==> src/hw/dif_pkg.sv <==
package dif_pkg;

   // ------------------------------------------------------------
   // Terminal count and function codes
   // ------------------------------------------------------------
   localparam int NUM_TERMS = 6;
   localparam int CODE_W = 5;
   localparam int NUM_CODES = 18;
   localparam logic [4:0] FN_NONE = 5'h00;
   localparam logic [4:0] FN_SPEED1 = 5'h01;
   localparam logic [4:0] FN_FAULT_RESET = 5'h05;
   localparam logic [4:0] FN_RAMP_HOLD = 5'h06;
   localparam logic [4:0] FN_RAMP_SET = 5'h07;
   localparam logic [4:0] FN_JOG = 5'h08;
   localparam logic [4:0] FN_BASE_BLOCK = 5'h09;
   localparam logic [4:0] FN_FREQ_UP = 5'h0a;
   localparam logic [4:0] FN_FREQ_DOWN = 5'h0b;
   localparam logic [4:0] FN_COUNT_TRIG = 5'h0c;
   localparam logic [4:0] FN_COUNT_RESET = 5'h0d;
   localparam logic [4:0] FN_EXT_FAULT = 5'h0e;
   localparam logic [4:0] FN_PID_OFF = 5'h0f;
   localparam logic [4:0] FN_SHUTOFF = 5'h10;
   localparam logic [4:0] FN_PARAM_LOCK = 5'h11;
   localparam logic [4:0] FN_MAX = 5'h11;
   localparam logic [4:0] SEL_RESET = 5'h00;

   // ------------------------------------------------------------
   // Register map (byte addresses)
   // ------------------------------------------------------------
   localparam int ADR_W = 8;
   localparam logic [7:0] ADR_SEL_FIRST = 8'h00;
   localparam logic [7:0] ADR_STATUS = 8'h18;
   localparam logic [7:0] ADR_COUNT = 8'h1c;
   localparam int COUNT_W = 16;
   localparam logic [15:0] COUNT_RESET = 16'h0000;

   // Status field positions
   localparam int ST_SPEED_LSB = 0;
   localparam int ST_RAMP_HOLD = 4;
   localparam int ST_RAMP_SET = 5;
   localparam int ST_JOG = 6;
   localparam int ST_BLOCK = 7;
   localparam int ST_SEARCH = 8;
   localparam int ST_EXT_FAULT = 9;
   localparam int ST_PID_OFF = 10;
   localparam int ST_SHUTOFF = 11;
   localparam int ST_LOCK = 12;
   localparam int ST_TERM_LSB = 16;

   // ------------------------------------------------------------
   // Timing
   // ------------------------------------------------------------
   localparam int CLK_HZ = 40_000_000;
   localparam int UPDN_REPEAT_MS = 50;
   localparam int UPDN_REPEAT_CYC = UPDN_REPEAT_MS * (CLK_HZ / 1000);

endpackage : dif_pkg

==> src/hw/dif_decoder.sv <==
// Chosen here: the Wishbone interface to the registers and the address map.
`timescale 1ns/1ps

// Behaviour
// - Codes 1 to 4 form a four-bit preset speed selector.
// - Code 5 resets a latched fault once its cause is gone.
// - Code 6 freezes the ramp while active.
// - Code 7 picks one of two ramp time sets.
// - Code 8 commands jog; assigning it is allowed only when stopped.
// - Code 9 blocks all power output at once.
// - Base block release starts speed search, then ramp to master.
// - Codes 10 and 11 step frequency per pulse and repeatedly while held.
// - Both raise and lower active together halts frequency change.
// - Each code 12 pulse adds exactly one to the counter.
// - Code 13 holds the counter cleared; party must release to count.
// - Code 14 raises the external fault condition.
// - Code 15 keeps PID disabled while active.
// - Code 16 shuts output off; on release restart from 0 Hz.
// - Code 17 locks parameters and rejects all parameter writes.
// - Each of six terminals has its own function select register.
module dif_decoder #(
   parameter int NUM_TERMS = dif_pkg::NUM_TERMS,
   parameter int UPDN_REPEAT_CYC = dif_pkg::UPDN_REPEAT_CYC
) (
   input wire logic clk_i,
   input wire logic rst_i,
   input wire logic cyc_i,
   input wire logic stb_i,
   input wire logic we_i,
   input wire logic [7:0] adr_i,
   input wire logic [3:0] sel_i,
   input wire logic [31:0] dat_i,
   output logic [31:0] dat_o,
   output logic ack_o,
   input wire logic [NUM_TERMS-1:0] ext_in_i,
   input wire logic motor_stopped_i,
   input wire logic fault_cause_gone_i,
   input wire logic search_done_i,
   output logic [3:0] speed_sel_o,
   output logic fault_reset_o,
   output logic ramp_hold_o,
   output logic ramp_set_sel_o,
   output logic jog_o,
   output logic output_block_o,
   output logic speed_search_o,
   output logic freq_up_o,
   output logic freq_down_o,
   output logic [dif_pkg::COUNT_W-1:0] count_o,
   output logic ext_fault_o,
   output logic pid_disable_o,
   output logic shutoff_o,
   output logic restart_zero_o,
   output logic param_lock_o
);

   // ------------------------------------------------------------
   // Elaboration checks
   // ------------------------------------------------------------
   if (NUM_TERMS < 1 || NUM_TERMS > 6) begin : g_bad_terms
      $error("NUM_TERMS must be 1 to 6");
   end
   if (UPDN_REPEAT_CYC < 2) begin : g_bad_rep
      $error("UPDN_REPEAT_CYC must be at least 2");
   end

   // ------------------------------------------------------------
   // Declarations
   // ------------------------------------------------------------
   logic [NUM_TERMS-1:0] sync1;
   logic [NUM_TERMS-1:0] sync2;
   logic [dif_pkg::CODE_W-1:0] fsel [NUM_TERMS];
   logic [dif_pkg::NUM_CODES-1:0] hot [NUM_TERMS];
   logic [dif_pkg::NUM_CODES-1:0] act;
   logic [dif_pkg::NUM_CODES-1:0] act_q;
   logic [dif_pkg::NUM_CODES-1:0] rise;
   logic [dif_pkg::NUM_CODES-1:0] fall;
   logic wr_take;
   logic wr_ok;
   logic [5:0] reg_idx;
   logic [31:0] next_dat;
   logic [31:0] status_word;
   logic [31:0] rep_cnt;
   logic up_only;
   logic down_only;

   // ------------------------------------------------------------
   // Terminal synchronisers
   // ------------------------------------------------------------
   // Two stages before any logic reads a terminal
   always_ff @(posedge clk_i) begin
      if (rst_i) begin
         sync1 <= '0;
         sync2 <= '0;
      end else begin
         sync1 <= ext_in_i;
         sync2 <= sync1;
      end
   end

   // ------------------------------------------------------------
   // Wishbone slave
   // ------------------------------------------------------------
   // Request decode; one-cycle ack
   assign reg_idx = adr_i[7:2];
   assign wr_take = cyc_i && stb_i && we_i && !ack_o && sel_i[0];
   // Locked or jog-while-running writes are dropped but still acked
   assign wr_ok = wr_take && !act[dif_pkg::FN_PARAM_LOCK]
      && !(dat_i[4:0] == dif_pkg::FN_JOG && !motor_stopped_i);

   // Status word assembly
   always_comb begin
      status_word = '0;
      status_word[dif_pkg::ST_SPEED_LSB +: 4] = speed_sel_o;
      status_word[dif_pkg::ST_RAMP_HOLD] = ramp_hold_o;
      status_word[dif_pkg::ST_RAMP_SET] = ramp_set_sel_o;
      status_word[dif_pkg::ST_JOG] = jog_o;
      status_word[dif_pkg::ST_BLOCK] = output_block_o;
      status_word[dif_pkg::ST_SEARCH] = speed_search_o;
      status_word[dif_pkg::ST_EXT_FAULT] = ext_fault_o;
      status_word[dif_pkg::ST_PID_OFF] = pid_disable_o;
      status_word[dif_pkg::ST_SHUTOFF] = shutoff_o;
      status_word[dif_pkg::ST_LOCK] = param_lock_o;
      status_word[dif_pkg::ST_TERM_LSB +: NUM_TERMS] = sync2;
   end

   // Read mux; unmapped reads return zero
   always_comb begin
      next_dat = '0;
      if (adr_i == dif_pkg::ADR_STATUS) begin
         next_dat = status_word;
      end else if (adr_i == dif_pkg::ADR_COUNT) begin
         next_dat[dif_pkg::COUNT_W-1:0] = count_o;
      end else if (adr_i[1:0] == 2'h0 && reg_idx < 6'(NUM_TERMS)) begin
         next_dat[dif_pkg::CODE_W-1:0] = fsel[reg_idx[2:0]];
      end
   end

   // Ack and read data
   always_ff @(posedge clk_i) begin
      if (rst_i) begin
         ack_o <= 1'b0;
         dat_o <= '0;
      end else begin
         ack_o <= cyc_i && stb_i && !ack_o;
         dat_o <= next_dat;
      end
   end

   // ------------------------------------------------------------
   // Function select registers and code decode
   // ------------------------------------------------------------
   for (genvar t = 0; t < NUM_TERMS; t++) begin : g_term
      localparam logic [7:0] ADR_T = 8'(dif_pkg::ADR_SEL_FIRST + 8'(4 * t));
      // One select register per terminal
      always_ff @(posedge clk_i) begin
         if (rst_i) begin
            fsel[t] <= dif_pkg::SEL_RESET;
         end else if (wr_ok && adr_i == ADR_T) begin
            fsel[t] <= dat_i[dif_pkg::CODE_W-1:0];
         end
      end
      // Code 0 and codes above the last decode to nothing
      assign hot[t] = (sync2[t] && fsel[t] != dif_pkg::FN_NONE
         && fsel[t] <= dif_pkg::FN_MAX)
         ? (18'h00001 << fsel[t]) : 18'h00000;
   end

   // Terminals sharing a code are ORed
   always_comb begin
      act = '0;
      for (int t = 0; t < NUM_TERMS; t++) begin
         act = act | hot[t];
      end
   end

   // Previous levels for edge detection
   always_ff @(posedge clk_i) begin
      if (rst_i) begin
         act_q <= '0;
      end else begin
         act_q <= act;
      end
   end
   assign rise = act & ~act_q;
   assign fall = ~act & act_q;

   // ------------------------------------------------------------
   // Level functions
   // ------------------------------------------------------------
   // Speed select, ramp, jog, fault, PID, lock levels
   always_ff @(posedge clk_i) begin
      if (rst_i) begin
         speed_sel_o <= 4'h0;
         ramp_hold_o <= 1'b0;
         ramp_set_sel_o <= 1'b0;
         jog_o <= 1'b0;
         ext_fault_o <= 1'b0;
         pid_disable_o <= 1'b0;
         param_lock_o <= 1'b0;
      end else begin
         speed_sel_o <= act[4:1];
         ramp_hold_o <= act[dif_pkg::FN_RAMP_HOLD];
         ramp_set_sel_o <= act[dif_pkg::FN_RAMP_SET];
         jog_o <= act[dif_pkg::FN_JOG];
         ext_fault_o <= act[dif_pkg::FN_EXT_FAULT];
         pid_disable_o <= act[dif_pkg::FN_PID_OFF];
         param_lock_o <= act[dif_pkg::FN_PARAM_LOCK];
      end
   end

   // Fault reset pulse, only with the cause gone
   always_ff @(posedge clk_i) begin
      if (rst_i) begin
         fault_reset_o <= 1'b0;
      end else begin
         fault_reset_o <= rise[dif_pkg::FN_FAULT_RESET] && fault_cause_gone_i;
      end
   end

   // ------------------------------------------------------------
   // Base block, speed search and shutoff
   // ------------------------------------------------------------
   // Block output and run speed search after release
   always_ff @(posedge clk_i) begin
      if (rst_i) begin
         output_block_o <= 1'b0;
         speed_search_o <= 1'b0;
      end else begin
         output_block_o <= act[dif_pkg::FN_BASE_BLOCK];
         if (act[dif_pkg::FN_BASE_BLOCK]) begin
            speed_search_o <= 1'b0;
         end else if (fall[dif_pkg::FN_BASE_BLOCK]) begin
            speed_search_o <= 1'b1;
         end else if (search_done_i) begin
            speed_search_o <= 1'b0;
         end
      end
   end

   // Output shutoff with restart from zero on release
   always_ff @(posedge clk_i) begin
      if (rst_i) begin
         shutoff_o <= 1'b0;
         restart_zero_o <= 1'b0;
      end else begin
         shutoff_o <= act[dif_pkg::FN_SHUTOFF];
         restart_zero_o <= fall[dif_pkg::FN_SHUTOFF];
      end
   end

   // ------------------------------------------------------------
   // Frequency raise and lower
   // ------------------------------------------------------------
   assign up_only = act[dif_pkg::FN_FREQ_UP] && !act[dif_pkg::FN_FREQ_DOWN];
   assign down_only = act[dif_pkg::FN_FREQ_DOWN] && !act[dif_pkg::FN_FREQ_UP];

   // Step on each edge, then again every repeat period while held
   always_ff @(posedge clk_i) begin
      if (rst_i) begin
         rep_cnt <= '0;
         freq_up_o <= 1'b0;
         freq_down_o <= 1'b0;
      end else if (!(up_only || down_only)) begin
         rep_cnt <= '0;
         freq_up_o <= 1'b0;
         freq_down_o <= 1'b0;
      end else if (rise[dif_pkg::FN_FREQ_UP] || rise[dif_pkg::FN_FREQ_DOWN]
            || rep_cnt == 32'h0) begin
         rep_cnt <= 32'(UPDN_REPEAT_CYC - 1);
         freq_up_o <= up_only;
         freq_down_o <= down_only;
      end else begin
         rep_cnt <= rep_cnt - 32'h1;
         freq_up_o <= 1'b0;
         freq_down_o <= 1'b0;
      end
   end

   // ------------------------------------------------------------
   // Event counter
   // ------------------------------------------------------------
   // Reset input holds it at zero and masks pulses
   always_ff @(posedge clk_i) begin
      if (rst_i) begin
         count_o <= dif_pkg::COUNT_RESET;
      end else if (act[dif_pkg::FN_COUNT_RESET]) begin
         count_o <= dif_pkg::COUNT_RESET;
      end else if (rise[dif_pkg::FN_COUNT_TRIG]) begin
         count_o <= count_o + 16'h0001;
      end
   end
endmodule : dif_decoder

==> config.mk <==
export PLATFORM = sky130hd
export DESIGN_NAME = dif_decoder
export DESIGN_NICKNAME = d
export VERILOG_FILES = /design/src/hw/dif_pkg.sv /design/src/hw/dif_decoder.sv
export SDC_FILE = /design/constraint.sdc
export NUM_CORES = 1
export LEC_CHECK = 0
export BUFFER_PORTS_ARGS = -buffer_cell sky130_fd_sc_hd__buf_4
export CAP_MARGIN = 20
export CORE_ASPECT_RATIO = 0.7
export CORE_MARGIN = 4
export CORE_UTILIZATION = 56
export CTS_CLUSTER_DIAMETER = 50
export DETAILED_ROUTE_END_ITERATION = 6
export PLACE_DENSITY = 0.77
export SLEW_MARGIN = 20
export SYNTH_ARGS = -nofsm -noshare
export SYNTH_HDL_FRONTEND = slang
export SYNTH_SLANG_ARGS = --single-unit
==> constraint.sdc <==
create_clock -name clk_i -period 2.9 [get_ports clk_i]
set_input_delay 0.145 -clock clk_i [delete_from_list [all_inputs] [get_ports clk_i]]
set_output_delay 0.145 -clock clk_i [all_outputs]
set_load 0.005 [all_outputs]
==> results.txt, run 1 <==
Derived from the worst setup path, the maximum achievable clock frequency is 371.8 MHz. The post-route fraction of the period consumed by the critical path was 0.9274; the vertical extent of the die was 98.73 µm. For the aggregate negative setup slack, the log shows 0 ns. The design draws 4450 µW. Entering global routing, the biggest net connects 55 pins.

Clock latency on the worst-skew pair, taken at its later pin, is 0.42 ns. After detailed placement, the design holds a cell count of 921. The residual overflow from global routing was 0.

The clock root buffer is sky130_fd_sc_hd__clkbuf_16. Synthesis produced a netlist whose cell count is 698. No sink is reached through more buffers than the 2 on the longest clock path. The tools report the total of endpoints with negative setup slack in the final report as 0. After synthesis, the netlist uses 74 different library cells. Area overhead of the layout relative to synthesis: 22.15%. After detailed routing, no signal wire sits above met4.

The die is 137.6 µm wide. The register area share after synthesis came out at 0.4530. The worst hold path belongs to the class input pin to flip-flop. In the post-synthesis netlist, the biggest area contributors are sky130_fd_sc_hd__dfxtp_1, sky130_fd_sc_hd__edfxtp_1, sky130_fd_sc_hd__nor2_1. The initialized floorplan defines 32 standard-cell rows. Of all nets on the critical path, the largest fanout is 19.

Counting flops and latches in the post-synthesis netlist gives 134. The tools report the core region area as 0.01125 mm². The number of buffers and inverters on the critical path is 2. In the layout the commonest cells are sky130_fd_sc_hd__dfxtp_1, sky130_fd_sc_hd__buf_4, sky130_fd_sc_hd__nor2_1.

The worst path in the final design needs a cycle of 2.690 ns, including I/O delays and setup. The cell family contributing the most delay on the critical path is simple AND/OR/NAND/NOR gates. The tools report the amount of wire on met3 after detailed routing as 2.073 mm. The analysis attributes to cell leakage a power of 0.003157 µW.

IR analysis of the VDD net gives a maximum drop of 407.6 µV. The run gives 8.220 mm as the met2 layer wire length in the routed design. The combined area of all synthesized cells was 0.006585 mm².

The share of Yosys cell area claimed by the top area cell type is 0.3162. For the worst-case headroom to the max-slew limit, the log shows 0.4584. At the worst endpoint, the arrival time is 3.03 ns.

Input and output buffers added on the ports amount to 83. The classification of the worst setup path was flip-flop to flip-flop. Clock tree synthesis found a total of 134 sinks. The number of global-route vias before repair came out at 5551. The estimated wirelength of the detail-placed design was 14.22 mm. The final-stage net count is 856, and the die outline area is 0.01359 mm².

After clock tree synthesis, the clock-pin slew on the worst setup and hold paths is 0.06 ns. The share of final-layout standard cells stronger than drive strength 1 is 0.2144. The maximum single-stage delay on the critical path was 0.50 ns. Dividing total power by cell area gives a power density of 553.3 mW/mm².

The first global-routing pass estimated 29.99 mm of wire. For the number of DRC markers in iteration 0, the log shows 673. The async set-or-reset flop fraction in the synthesized netlist is 0. The global placer's final weighted congestion was 1.029; the measured slew at the worst slew-check pin was 0.8069 ns.

For the initial antenna violation count, the log shows 0. The CTS buffer count was 17; the remaining antenna violation count after routing was 0. STA puts the critical path data required time at 3.24 ns.

The global-route usage over all layers is 0.2839, and the first-pass iteration count of the detailed router is 6. The routed wire length per instance is 19.91 µm. sky130_fd_sc_hd__dfxtp_1 takes more of the synthesized area than any other cell. The post-CTS setup buffer count is 0, and the number of flops mapped to enable cells by yosys is 30. Number of max-slew violations in the final report: 0. The starting density of the core was 0.5853; the number of warnings reported in the yosys synthesis log was 0.

Setup repair after global routing left no endpoint under its margin. Walking the worst path, the cells encountered are nand4bb_1 -> o22ai_1 -> nor3_1 -> inv_1 -> ha_1 -> or2_2 -> a21oi_1 -> nand3_1 -> buf_4 -> nor2_1. The detailed router put a total of 8.538 mm of wire on met1. Cell with the biggest individual delay on the critical path: sky130_fd_sc_hd__edfxtp_1. The number of ports placed on the die boundary is 124, and the number of antenna cells inserted is 0. The worst setup path is launched from a flip-flop. The number of levels the H-tree was split into was 4. The main flop type after synthesis is sky130_fd_sc_hd__dfxtp_1. After detailed routing, the number of vias per cell comes to 6.260. The worst setup path is captured at a flip-flop. TritonCTS built the clock tree. A synthesized cell averages 9.434 µm².

The overall routed net length was 19.11 mm. The logs give 0 for the final number of hold-violating endpoints and 0.06932 ns for the worst hold slack. The post-route DRC violation count came out at 0.

The flow ran to the end, and the final reports show no timing, DRC or antenna violations. The finished layout holds 960 standard cells, fillers aside. Across the run, the number of max-cap violations was 0. For this block, the via count after detailed routing is 6010.

On the final layout, the worst clock skew is 0.01067 ns.
## logic make-up (layout without fill, tap and decap cells)
group,after synthesis,after routing,synth area share
DFF,134,134,0.4530
AOI/OAI and AO/OA,128,128,0.1349
other,1,10,0.0005695
xor gates and xnor gates,29,29,0.03857
muxes,11,11,0.02622
and+or+nand+nor,333,333,0.2962
adders and majority gates,4,4,0.007601
buffers and inverters,58,158,0.04294
## synthesized netlist by cell type, drive strengths merged, types with 20 or more instances
library cell / count
nand3: 24
a21oi: 29
dfxtp: 104
edfxtp: 30
clkbuf: 23
nor2b: 24
nor3: 32
nor2: 98
nand2b: 22
xnor2: 24
nand2: 25
buf: 20
## sequential cells by signal (all words and copies together), names as in the netlist
register and cells:
ack_o 1, act_q 15, count_o 16, dat_o 22, fault_reset_o 1, freq_down_o 1, freq_up_o 1, fsel 30
param_lock_o 1, rep_cnt 32, restart_zero_o 1, speed_search_o 1, sync1 6, sync2 6
## stage by stage
step | instance area (µm²) | utilization | worst slack [ns]
3_3_place_gp | 7365 | 0.6546 | 0.3331
5_1_grt | 8044 | 0.7150 | 0.03134
3_5_place_dp | 7365 | 0.6546 | 0.2685
4_1_cts | 8039 | 0.7145 | 0.2369
2_1_floorplan | 6619 | - | 0.3288
6_report | 8044 | 0.7150 | 0.2105
## per-layer routing
| layer | GRT usage | vias up |
|---|---|---|
| met5 | 0 | - |
| met4 | 0.07362 | 0 |
| met3 | 0.07143 | 37 |
| met2 | 0.4085 | 338 |
| met1 | 0.4241 | 2896 |
| li1 | - | 2739 |
## power by group
part           switching, µW  internal (µW)
clock                    829           1360
sequential              31.6           1930
combinational            166            137
## worst paths after layout
kind | from | endpoint | slack (ns) | depth (start not counted)
worst max register to register | fsel[5][2] | rep_cnt[24] | 0.21 | 10
worst max-delay path | fsel[5][2] | rep_cnt[24] | 0.21 | 10
worst min register to register | sync1[0] | sync2[0] | 0.43 | 1
worst min-delay path | search_done_i | speed_search_o | 0.07 | 4
## layout make-up
cell class | instances | area (µm²)
Timing Repair Buffer | 111 | 850.8
Clock inverter | 15 | 178.9
Fill cell | 841 | 3207
Clock buffer | 17 | 425.4
Inverter | 15 | 56.30
Sequential cell | 134 | 2983
Tap cell | 153 | 191.4
Multi-Input combinational cell | 515 | 3358
## tightest hold or removal path, delay by kind of cell
| family | cells | cell delay, ns |
|---|---|---|
| buf+inv | 2 | 0.11 |
| simple gates | 1 | 0.05 |
| compound gates | 1 | 0.13 |
## timing repair
item                                    4_1_cts  5_1_grt
gates resized for setup                       0        1
endpoints found under the setup margin        0        1
hold buffers                                  7        0
endpoints found under the hold margin         7        0
No activity file was read; power rests on OpenSTA's default activity.
==> run 2: changes to the inputs <==
- CELL_PAD_IN_SITES_DETAIL_PLACEMENT: default -> 1
- CELL_PAD_IN_SITES_GLOBAL_PLACEMENT: default -> 1
- CORE_UTILIZATION: 56 -> 42
- PLACE_DENSITY: 0.77 -> 0.76
- clock period: 2.9 -> 2.65 ns (I/O delays scaled with it)
==> run 2 against run 1 <==
Compared with the run above:
- critical path depth did not move
- critical path type unchanged
- setup slack got worse by 0.082 ns
- clock skew up 0.0021 ns
- total power is 8.6% higher
- cell count increased by 9.1%
- die area up 31%
- wire length up 28%
- core utilization is 15 points lower
- first-iteration DRC count decreased by 28%
- non-clock buffer count rose by 45
==> results.txt, run 2 (same netlist as run 1, synthesis figures left out) <==
The measured slew at the worst slew-check pin is 0.6999 ns (was 0.8069 ns). For the clock net sink count, the log shows 134 (unchanged). The die outline area was 0.01778 mm² (was 0.01359 mm²); the post-route DRC violation count was 0 (unchanged). The area overhead of the layout relative to synthesis works out to 29.26% (was 22.15%).

The overall routed net length came out at 24.41 mm (was 19.11 mm). The maximum fanout along the worst path came out at 19 (unchanged). The number of ports placed on the die boundary came out at 124 (unchanged). The vertical extent of the die is 112.8 µm (was 98.73 µm).

The flow ran to the end, and the final reports show no timing, DRC or antenna violations. The tools report the kind of end point of the critical path as a flip-flop (unchanged). TritonCTS built the clock tree. The class of the tightest hold or removal check is input pin to flip-flop (unchanged). The final instance area is 0.008512 mm² (was 0.008044 mm²).

Commonest non-fill, non-tap cells in the layout: sky130_fd_sc_hd__buf_4, sky130_fd_sc_hd__dfxtp_1, sky130_fd_sc_hd__nor2_1 (was sky130_fd_sc_hd__dfxtp_1, sky130_fd_sc_hd__buf_4, sky130_fd_sc_hd__nor2_1). The tools report the startpoint of the lowest-slack hold path as search_done_i (unchanged). The shortest clock period the worst path allows after layout works out to 2.521 ns (was 2.690 ns). The port buffer count came out at 83 (unchanged). The tools report the startpoint of the worst setup timing path as fsel[4][1] (was fsel[5][2]).

The clock root buffer is sky130_fd_sc_hd__clkbuf_16 (unchanged). The logs give 0.007752 mm² (was 0.007365 mm²) for the cell area after placement and 0 (unchanged) for the initial antenna violation count. The largest voltage drop on the vdd net is 400.8 µV (was 407.6 µV), and the maximum clock skew at final layout is 0.01281 ns (was 0.01067 ns).

Cell with the biggest individual delay on the critical path: sky130_fd_sc_hd__edfxtp_1 (unchanged). The residual overflow from global routing is 0 (unchanged), and the share of power burned in registers is 0.443 (was 0.441). The share of final-layout standard cells stronger than drive strength 1 works out to 0.2676 (was 0.2144). Final-stage net count: 901 (was 856). The number of cells on the worst hold path came out at 4 (unchanged). Largest registers: rep_cnt (32), fsel (30), dat_o (22) (unchanged). The tools report the category of the worst setup path launch point as a flip-flop (unchanged). The number of cells on the worst reg-to-reg path works out to 10 (unchanged). Clock-pin transition on the worst setup and hold timing paths: 0.06 ns (about the same). For the maximum number of pins on one net before global-route repair, the log shows 33 (was 55).

Among the stages of the critical path, the cell type that occurs most often is sky130_fd_sc_hd__a21oi_1. For the starting density of the core, the log shows 0.4377 (was 0.5853). The number of stages on the worst setup path came out at 10 (unchanged). The global-route wire length before repair is 36.82 mm (was 29.99 mm). The per-cell via count in the routed design is 5.959 (was 6.260), and the core region area is 0.01505 mm² (was 0.01125 mm²). The tools report the cell-internal power as 3639 µW (was 3423 µW). The dominant delay contributor by cell family on the critical path is simple AND/OR/NAND/NOR gates (unchanged). Routed wire length per instance: 23.31 µm (was 19.91 µm). The share of total power consumed by net switching works out to 0.2475 (was 0.2308). The maximum buffer depth of the clock tree is 2 (unchanged), and the remaining antenna violation count after routing is 0 (unchanged).

Final number of hold-violating endpoints: 0 (unchanged). The number of DRC markers in iteration 0 was 487 (was 673); the number of core rows was 37 (was 32). The cell count after placement came out at 1006 (was 921).

The maximum single-stage delay on the critical path was 0.56 ns (was 0.50 ns). Classification of the worst setup path: flip-flop to flip-flop (unchanged). The logs give 18.13 mm (was 14.22 mm) for the estimated wirelength of the detail-placed design and 0.2695 (was 0.2839) for the global-route usage over all layers.

The number of global-route vias before repair was 6271 (was 5551). The flip-flop count of the largest register, all copies and words added is 32 (unchanged), and the leakage power is 0.003385 µW (was 0.003157 µW). The number of levels the H-tree was split into was 4 (unchanged). The tools report the total net switching power as 1197 µW (was 1027 µW). CTS buffer count: 17 (unchanged). The register with the highest flop count is rep_cnt (unchanged). The routed via count is 6239 (was 6010). Leaving out fill and tap cells, the most frequent cell in the layout is sky130_fd_sc_hd__buf_4.

The logs give 4835 µW (was 4450 µW) for the power consumption and 1047 (was 960) for the final cell count without fillers. For the global placer's final weighted congestion, the log shows 0.9438 (was 1.029). The combinational group share of total power came out at 0.080 (was 0.068). Buffer and inverter count on the worst path: 2 (unchanged).

The peak clock frequency supported by timing was 396.6 MHz (was 371.8 MHz). Setup repair after global routing left no endpoint under its margin. For the clock share of power, the log shows 0.477 (was 0.491). Cells along the critical path: nand2_1 -> o22ai_1 -> nor3_1 -> inv_1 -> ha_1 -> or2_2 -> a21oi_1 -> nand3_1 -> buf_12 -> a21oi_1 (was nand4bb_1 -> o22ai_1 -> nor3_1 -> inv_1 -> ha_1 -> or2_2 -> a21oi_1 -> nand3_1 -> buf_4 -> nor2_1). The worst-case headroom to the max-slew limit was 0.5334 (was 0.4584). Aggregate negative setup slack: 0 ns (unchanged).

The number of antenna cells inserted came out at 0 (unchanged). The post-route fraction of the period consumed by the critical path was 0.9514 (was 0.9274); the number of max-slew violations in the final report was 0 (unchanged). The logs give 0 (unchanged) for the total of endpoints with negative setup slack in the final report and 0 (unchanged) for the number of violations of the max-capacitance limit. The data required time of the worst path is 3.00 ns (was 3.24 ns). The clock latency reported for the late side of the worst-skew pair was 0.43 ns (was 0.42 ns); the width of the chip was 157.7 µm (was 137.6 µm).

For the endpoint arrival time on the critical path, the log shows 2.87 ns (was 3.03 ns). The startpoint of the lowest-slack register-to-register path was fsel[4][1] (was fsel[5][2]). The ratio of total power to cell area was 568.1 mW/mm² (was 553.3 mW/mm²); the first-pass iteration count of the detailed router was 5 (was 6).
run 2: changes by cell type in the layout (fill, tap and decap cells not counted), sizes merged:
cell,before,now
clkinv,9,8
clkbuf,17,19
buf,104,149
clkinvlp,1,0
inv,17,19
bufinv,3,1
run 2: metrics by stage:
| stage | hold WS, ns | setup WS [ns] | util |
|---|---|---|---|
| finish | 0.09553 | 0.1289 | 0.5657 |
| global route | 0.08665 | 0.0005049 | 0.5657 |
| CTS | 0.08675 | 0.03582 | 0.5584 |
| detailed placement | 0.3509 | 0.06296 | 0.5153 |
| global placement | 0.3465 | 0.1694 | 0.5153 |
| floorplan | 0.2607 | 0.07884 | - |
run 2: tightest hold or removal path, cell delays in order:
cell and delay, ns:
sky130_fd_sc_hd__buf_4 0.08, sky130_fd_sc_hd__inv_1 0.03, sky130_fd_sc_hd__a21oi_1 0.16, sky130_fd_sc_hd__nor3_1 0.06
run 2: power by group through the flow:
stage / Sequential, µW / Clock, µW / Combinational (µW)
after global routing: 2140 / 2430 / 415
final: 2140 / 2310 / 385
after CTS: 2140 / 2330 / 373
after floorplan: 2180 / 0 / 231
after global placement: 2180 / 0 / 347
after detailed placement: 2180 / 0 / 360
run 2: layout make-up:
class                   count  area [µm²]
clock buffers              19       454.2
fillers                  1726        6534
multi-input cells         515        3453
inverters                  15       56.30
well taps                 195       244.0
repair buffers            156        1201
flip-flops and latches    134        2983
clock inverters            13       120.1
run 2: worst paths after layout:
| path | end | slack (ns) |
|---|---|---|
| min | speed_search_o | 0.1 |
| min reg2reg | sync2[4] | 0.44 |
| max | rep_cnt[7] | 0.13 |
| max reg2reg | rep_cnt[7] | 0.13 |
run 2: repair_timing:
item | 4_1_cts | 5_1_grt
setup endpoints to repair | 3 | 24
gates resized for setup | 1 | 14
endpoints found under the hold margin | 7 | 0
setup buffers | 0 | 2
hold buffers | 7 | 0
run 2: metal layers:
metal | global-route usage | vias to the layer above | routed length, µm | share of wire
li1 | - | 2829 | - | -
met1 | 0.3875 | 3131 | 11350 | 0.47
met2 | 0.4161 | 243 | 10980 | 0.45
met5 | 0 | - | 0 | 0
met3 | 0.05925 | 36 | 1642 | 0.067
met4 | 0.06017 | 0 | 425 | 0.017
==> run 3: changes to the inputs <==
- REMOVE_ABC_BUFFERS: default -> 1
==> run 3 against run 2 <==
Compared with the run above:
- count of clock-buffer cells in the layout down 2
- sequential cell count unchanged
- register-to-register slack about the same
- total power down 1.3%
- sequential power about the same
- core utilization down 0.77 points
- non-clock buffer count down 6
- hold slack worse by 0.030 ns
- clock power down 2%
- fmax down 0.44%
- combinational power down 4%
- critical path type unchanged
- largest power group unchanged
==> results.txt, run 3 (same netlist as run 1, synthesis figures left out) <==
The run finished with clean final reports. The core region area came out at 0.01505 mm² (unchanged). The worst-case headroom to the max-slew limit was 0.3581 (was 0.5334); the ratio of total power to cell area was 568.2 mW/mm² (was 568.1 mW/mm²). Port buffer count: 83 (unchanged).

The register with the highest flop count was rep_cnt (unchanged). The largest voltage drop on the vdd net is 430.4 µV (was 400.8 µV), and the clock share of power is 0.474 (was 0.477). The routed via count was 6115 (was 6239).

The logs give 4 (unchanged) for the number of levels the H-tree was split into and 0 (unchanged) for the remaining antenna violation count after routing. The clock root buffer was sky130_fd_sc_hd__clkbuf_16 (unchanged). The area of combinational cells with multiple inputs was 0.003408 mm² (was 0.003453 mm²); the global-route usage over all layers was 0.2566 (was 0.2695).

Area overhead of the layout relative to synthesis: 27.51% (was 29.26%). TritonCTS built the clock tree. Kind of end point of the critical path: a flip-flop (unchanged). The combinational group share of total power came out at 0.077 (was 0.080). Class of the tightest hold or removal check: input pin to flip-flop (unchanged). The cell-internal power was 3514 µW (was 3639 µW). The maximum clock skew at final layout was 0.01044 ns (was 0.01281 ns). The starting density of the core is 0.4377 (unchanged). The tools report the category of the worst setup path launch point as a flip-flop (unchanged). The final number of hold-violating endpoints was 0 (unchanged); the number of DRC markers in iteration 0 was 408 (was 487). The peak clock frequency supported by timing came out at 394.9 MHz (was 396.6 MHz). Maximum buffer depth of the clock tree: 2 (unchanged). The final-stage net count was 895 (was 901); the die outline area was 0.01778 mm² (unchanged).

For the final instance area, the log shows 0.008397 mm² (was 0.008512 mm²). The clock-pin transition on the worst setup and hold timing paths was 0.07 ns (was 0.06 ns). For the cell area after placement, the log shows 0.007696 mm² (was 0.007752 mm²). The run gives 0 (unchanged) as the number of violations of the max-capacitance limit. The tools report the clock latency reported for the late side of the worst-skew pair as 0.43 ns (about the same). The tools report the post-route DRC violation count as 0 (unchanged). The most common library cell in the layout ignoring fill and taps is sky130_fd_sc_hd__buf_4 (unchanged). The tools report the clock net sink count as 134 (unchanged). The share of total power consumed by net switching is 0.2635 (was 0.2475).

Residual overflow from global routing: 0 (unchanged). The maximum number of pins on one net before global-route repair is 39 (was 33), and the number of antenna cells inserted is 0 (unchanged). For the leakage power, the log shows 0.003323 µW (was 0.003385 µW). Commonest non-fill, non-tap cells in the layout: sky130_fd_sc_hd__buf_4, sky130_fd_sc_hd__dfxtp_1, sky130_fd_sc_hd__nor2_1 (unchanged). The maximum fanout along the worst path was 11 (was 19); the routed wire length per instance was 21.84 µm (was 23.31 µm). The per-cell via count in the routed design is 5.874 (was 5.959), and the number of max-slew violations in the final report is 0 (unchanged). The tools report the number of ports placed on the die boundary as 124 (unchanged). The tools report the total net switching power as 1257 µW (was 1197 µW). For the first-pass iteration count of the detailed router, the log shows 5 (unchanged). The run gives 0 (unchanged) as the total of endpoints with negative setup slack in the final report. The overall routed net length was 22.74 mm (was 24.41 mm); the post-route fraction of the period consumed by the critical path was 0.9556 (was 0.9514). The vertical extent of the die was 112.8 µm (unchanged); the shortest clock period the worst path allows after layout was 2.532 ns (was 2.521 ns).

The initial antenna violation count was 0 (unchanged). The classification of the worst setup path is flip-flop to flip-flop (unchanged). The worst hold slack was 0.06550 ns (was 0.09553 ns); the register cell area after layout was 0.002983 mm² (unchanged). The number of fillers in the final layout came out at 1743 (was 1726). The number of global-route vias before repair was 6061 (was 6271).

The share of final-layout standard cells stronger than drive strength 1 came out at 0.2589 (was 0.2676). Largest registers: rep_cnt (32), fsel (30), dat_o (22) (unchanged). The width of the chip works out to 157.7 µm (unchanged). The logs give 34.89 mm (was 36.82 mm) for the global-route wire length before repair and 17.43 mm (was 18.13 mm) for the estimated wirelength of the detail-placed design. The CTS buffer count was 17 (unchanged); the share of power burned in registers was 0.448 (was 0.443). The endpoint arrival time on the critical path was 2.89 ns (was 2.87 ns). The measured slew at the worst slew-check pin is 0.9604 ns (was 0.6999 ns), and the global placer's final weighted congestion is 0.9358 (was 0.9438). The flip-flop count of the largest register, all copies and words added works out to 32 (unchanged). The number of core rows is 37 (unchanged).

The run gives 3.01 ns (was 3.00 ns) as the data required time of the worst path.
## run 3: changes by cell type in the layout (fill, tap and decap cells not counted), moves of 3 or more
cell and delta:
sky130_fd_sc_hd__nand4bb_1 +4, sky130_fd_sc_hd__nand4bb_4 -3, sky130_fd_sc_hd__buf_4 -7, sky130_fd_sc_hd__clkinv_4 -3, sky130_fd_sc_hd__inv_6 +3, sky130_fd_sc_hd__inv_8 +3
## run 3: what timing repair did
item | CTS | global route
hold buffers | 9 | 0
resized for setup | 0 | 10
endpoints found under the setup margin | 0 | 21
hold endpoints to repair | 8 | 0
buffers inserted | 0 | 0
## run 3: metal layers
layer / up-vias / part of all wire / track usage
met4: 0 / 0.012 / 0.06132
li1: 2823 / - / -
met1: 3015 / 0.47 / 0.3714
met5: - / 0 / 0
met3: 27 / 0.076 / 0.06651
met2: 250 / 0.44 / 0.3841
## run 3: stage by stage
stage	util	instances	setup WS [ns]	setup TNS (ns)	power (µW)
final	0.5581	1041	0.1177	0	4771
after global routing	0.5581	1041	-0.003868	-0.003868	4943
after CTS	0.5545	1041	0.05793	0	4809
after detailed placement	0.5115	1000	0.09314	0	2535
after global placement	0.5114	1000	0.2128	0	2520
after floorplan	-	664	0.008393	0	2372
## run 3: path summary, 6_finish.rpt
kind / start / endpoint / slack [ns] / depth (start not counted)
setup / recovery: fsel[5][4] / rep_cnt[21] / 0.12 / 10
hold / removal: dat_i[3] / fsel[2][3] / 0.07 / 3
setup reg to reg: fsel[5][4] / rep_cnt[21] / 0.12 / 10
hold reg to reg: sync1[1] / sync2[1] / 0.45 / 1
## run 3: power groups by stage
stage               clock, µW  sequential [µW]  combinational, µW
floorplan                   0             2180                192
global placement            0             2180                340
detailed placement          0             2180                351
CTS                      2310             2140                365
global route             2400             2140                400
finish                   2260             2140                369
## run 3: critical path, cell delays in order (launching register included)
cell	delay [ns]
sky130_fd_sc_hd__edfxtp_1	0.46
sky130_fd_sc_hd__nand4bb_1	0.43
sky130_fd_sc_hd__o22ai_2	0.29
sky130_fd_sc_hd__nor3_2	0.08
sky130_fd_sc_hd__inv_1	0.07
sky130_fd_sc_hd__ha_1	0.24
sky130_fd_sc_hd__or2_2	0.31
sky130_fd_sc_hd__a21oi_1	0.12
sky130_fd_sc_hd__nand3_1	0.11
sky130_fd_sc_hd__buf_4	0.21
sky130_fd_sc_hd__nor2_1	0.13
## run 3: area by class of cell
cell class / instances / area share
clock inverter: 15 / 0.01565
sequential: 134 / 0.3552
tap: 195 / 0.02906
multi-input combinational: 515 / 0.4059
inverter: 15 / 0.006705
clock buffer: 17 / 0.05066
timing repair buffer: 150 / 0.1368
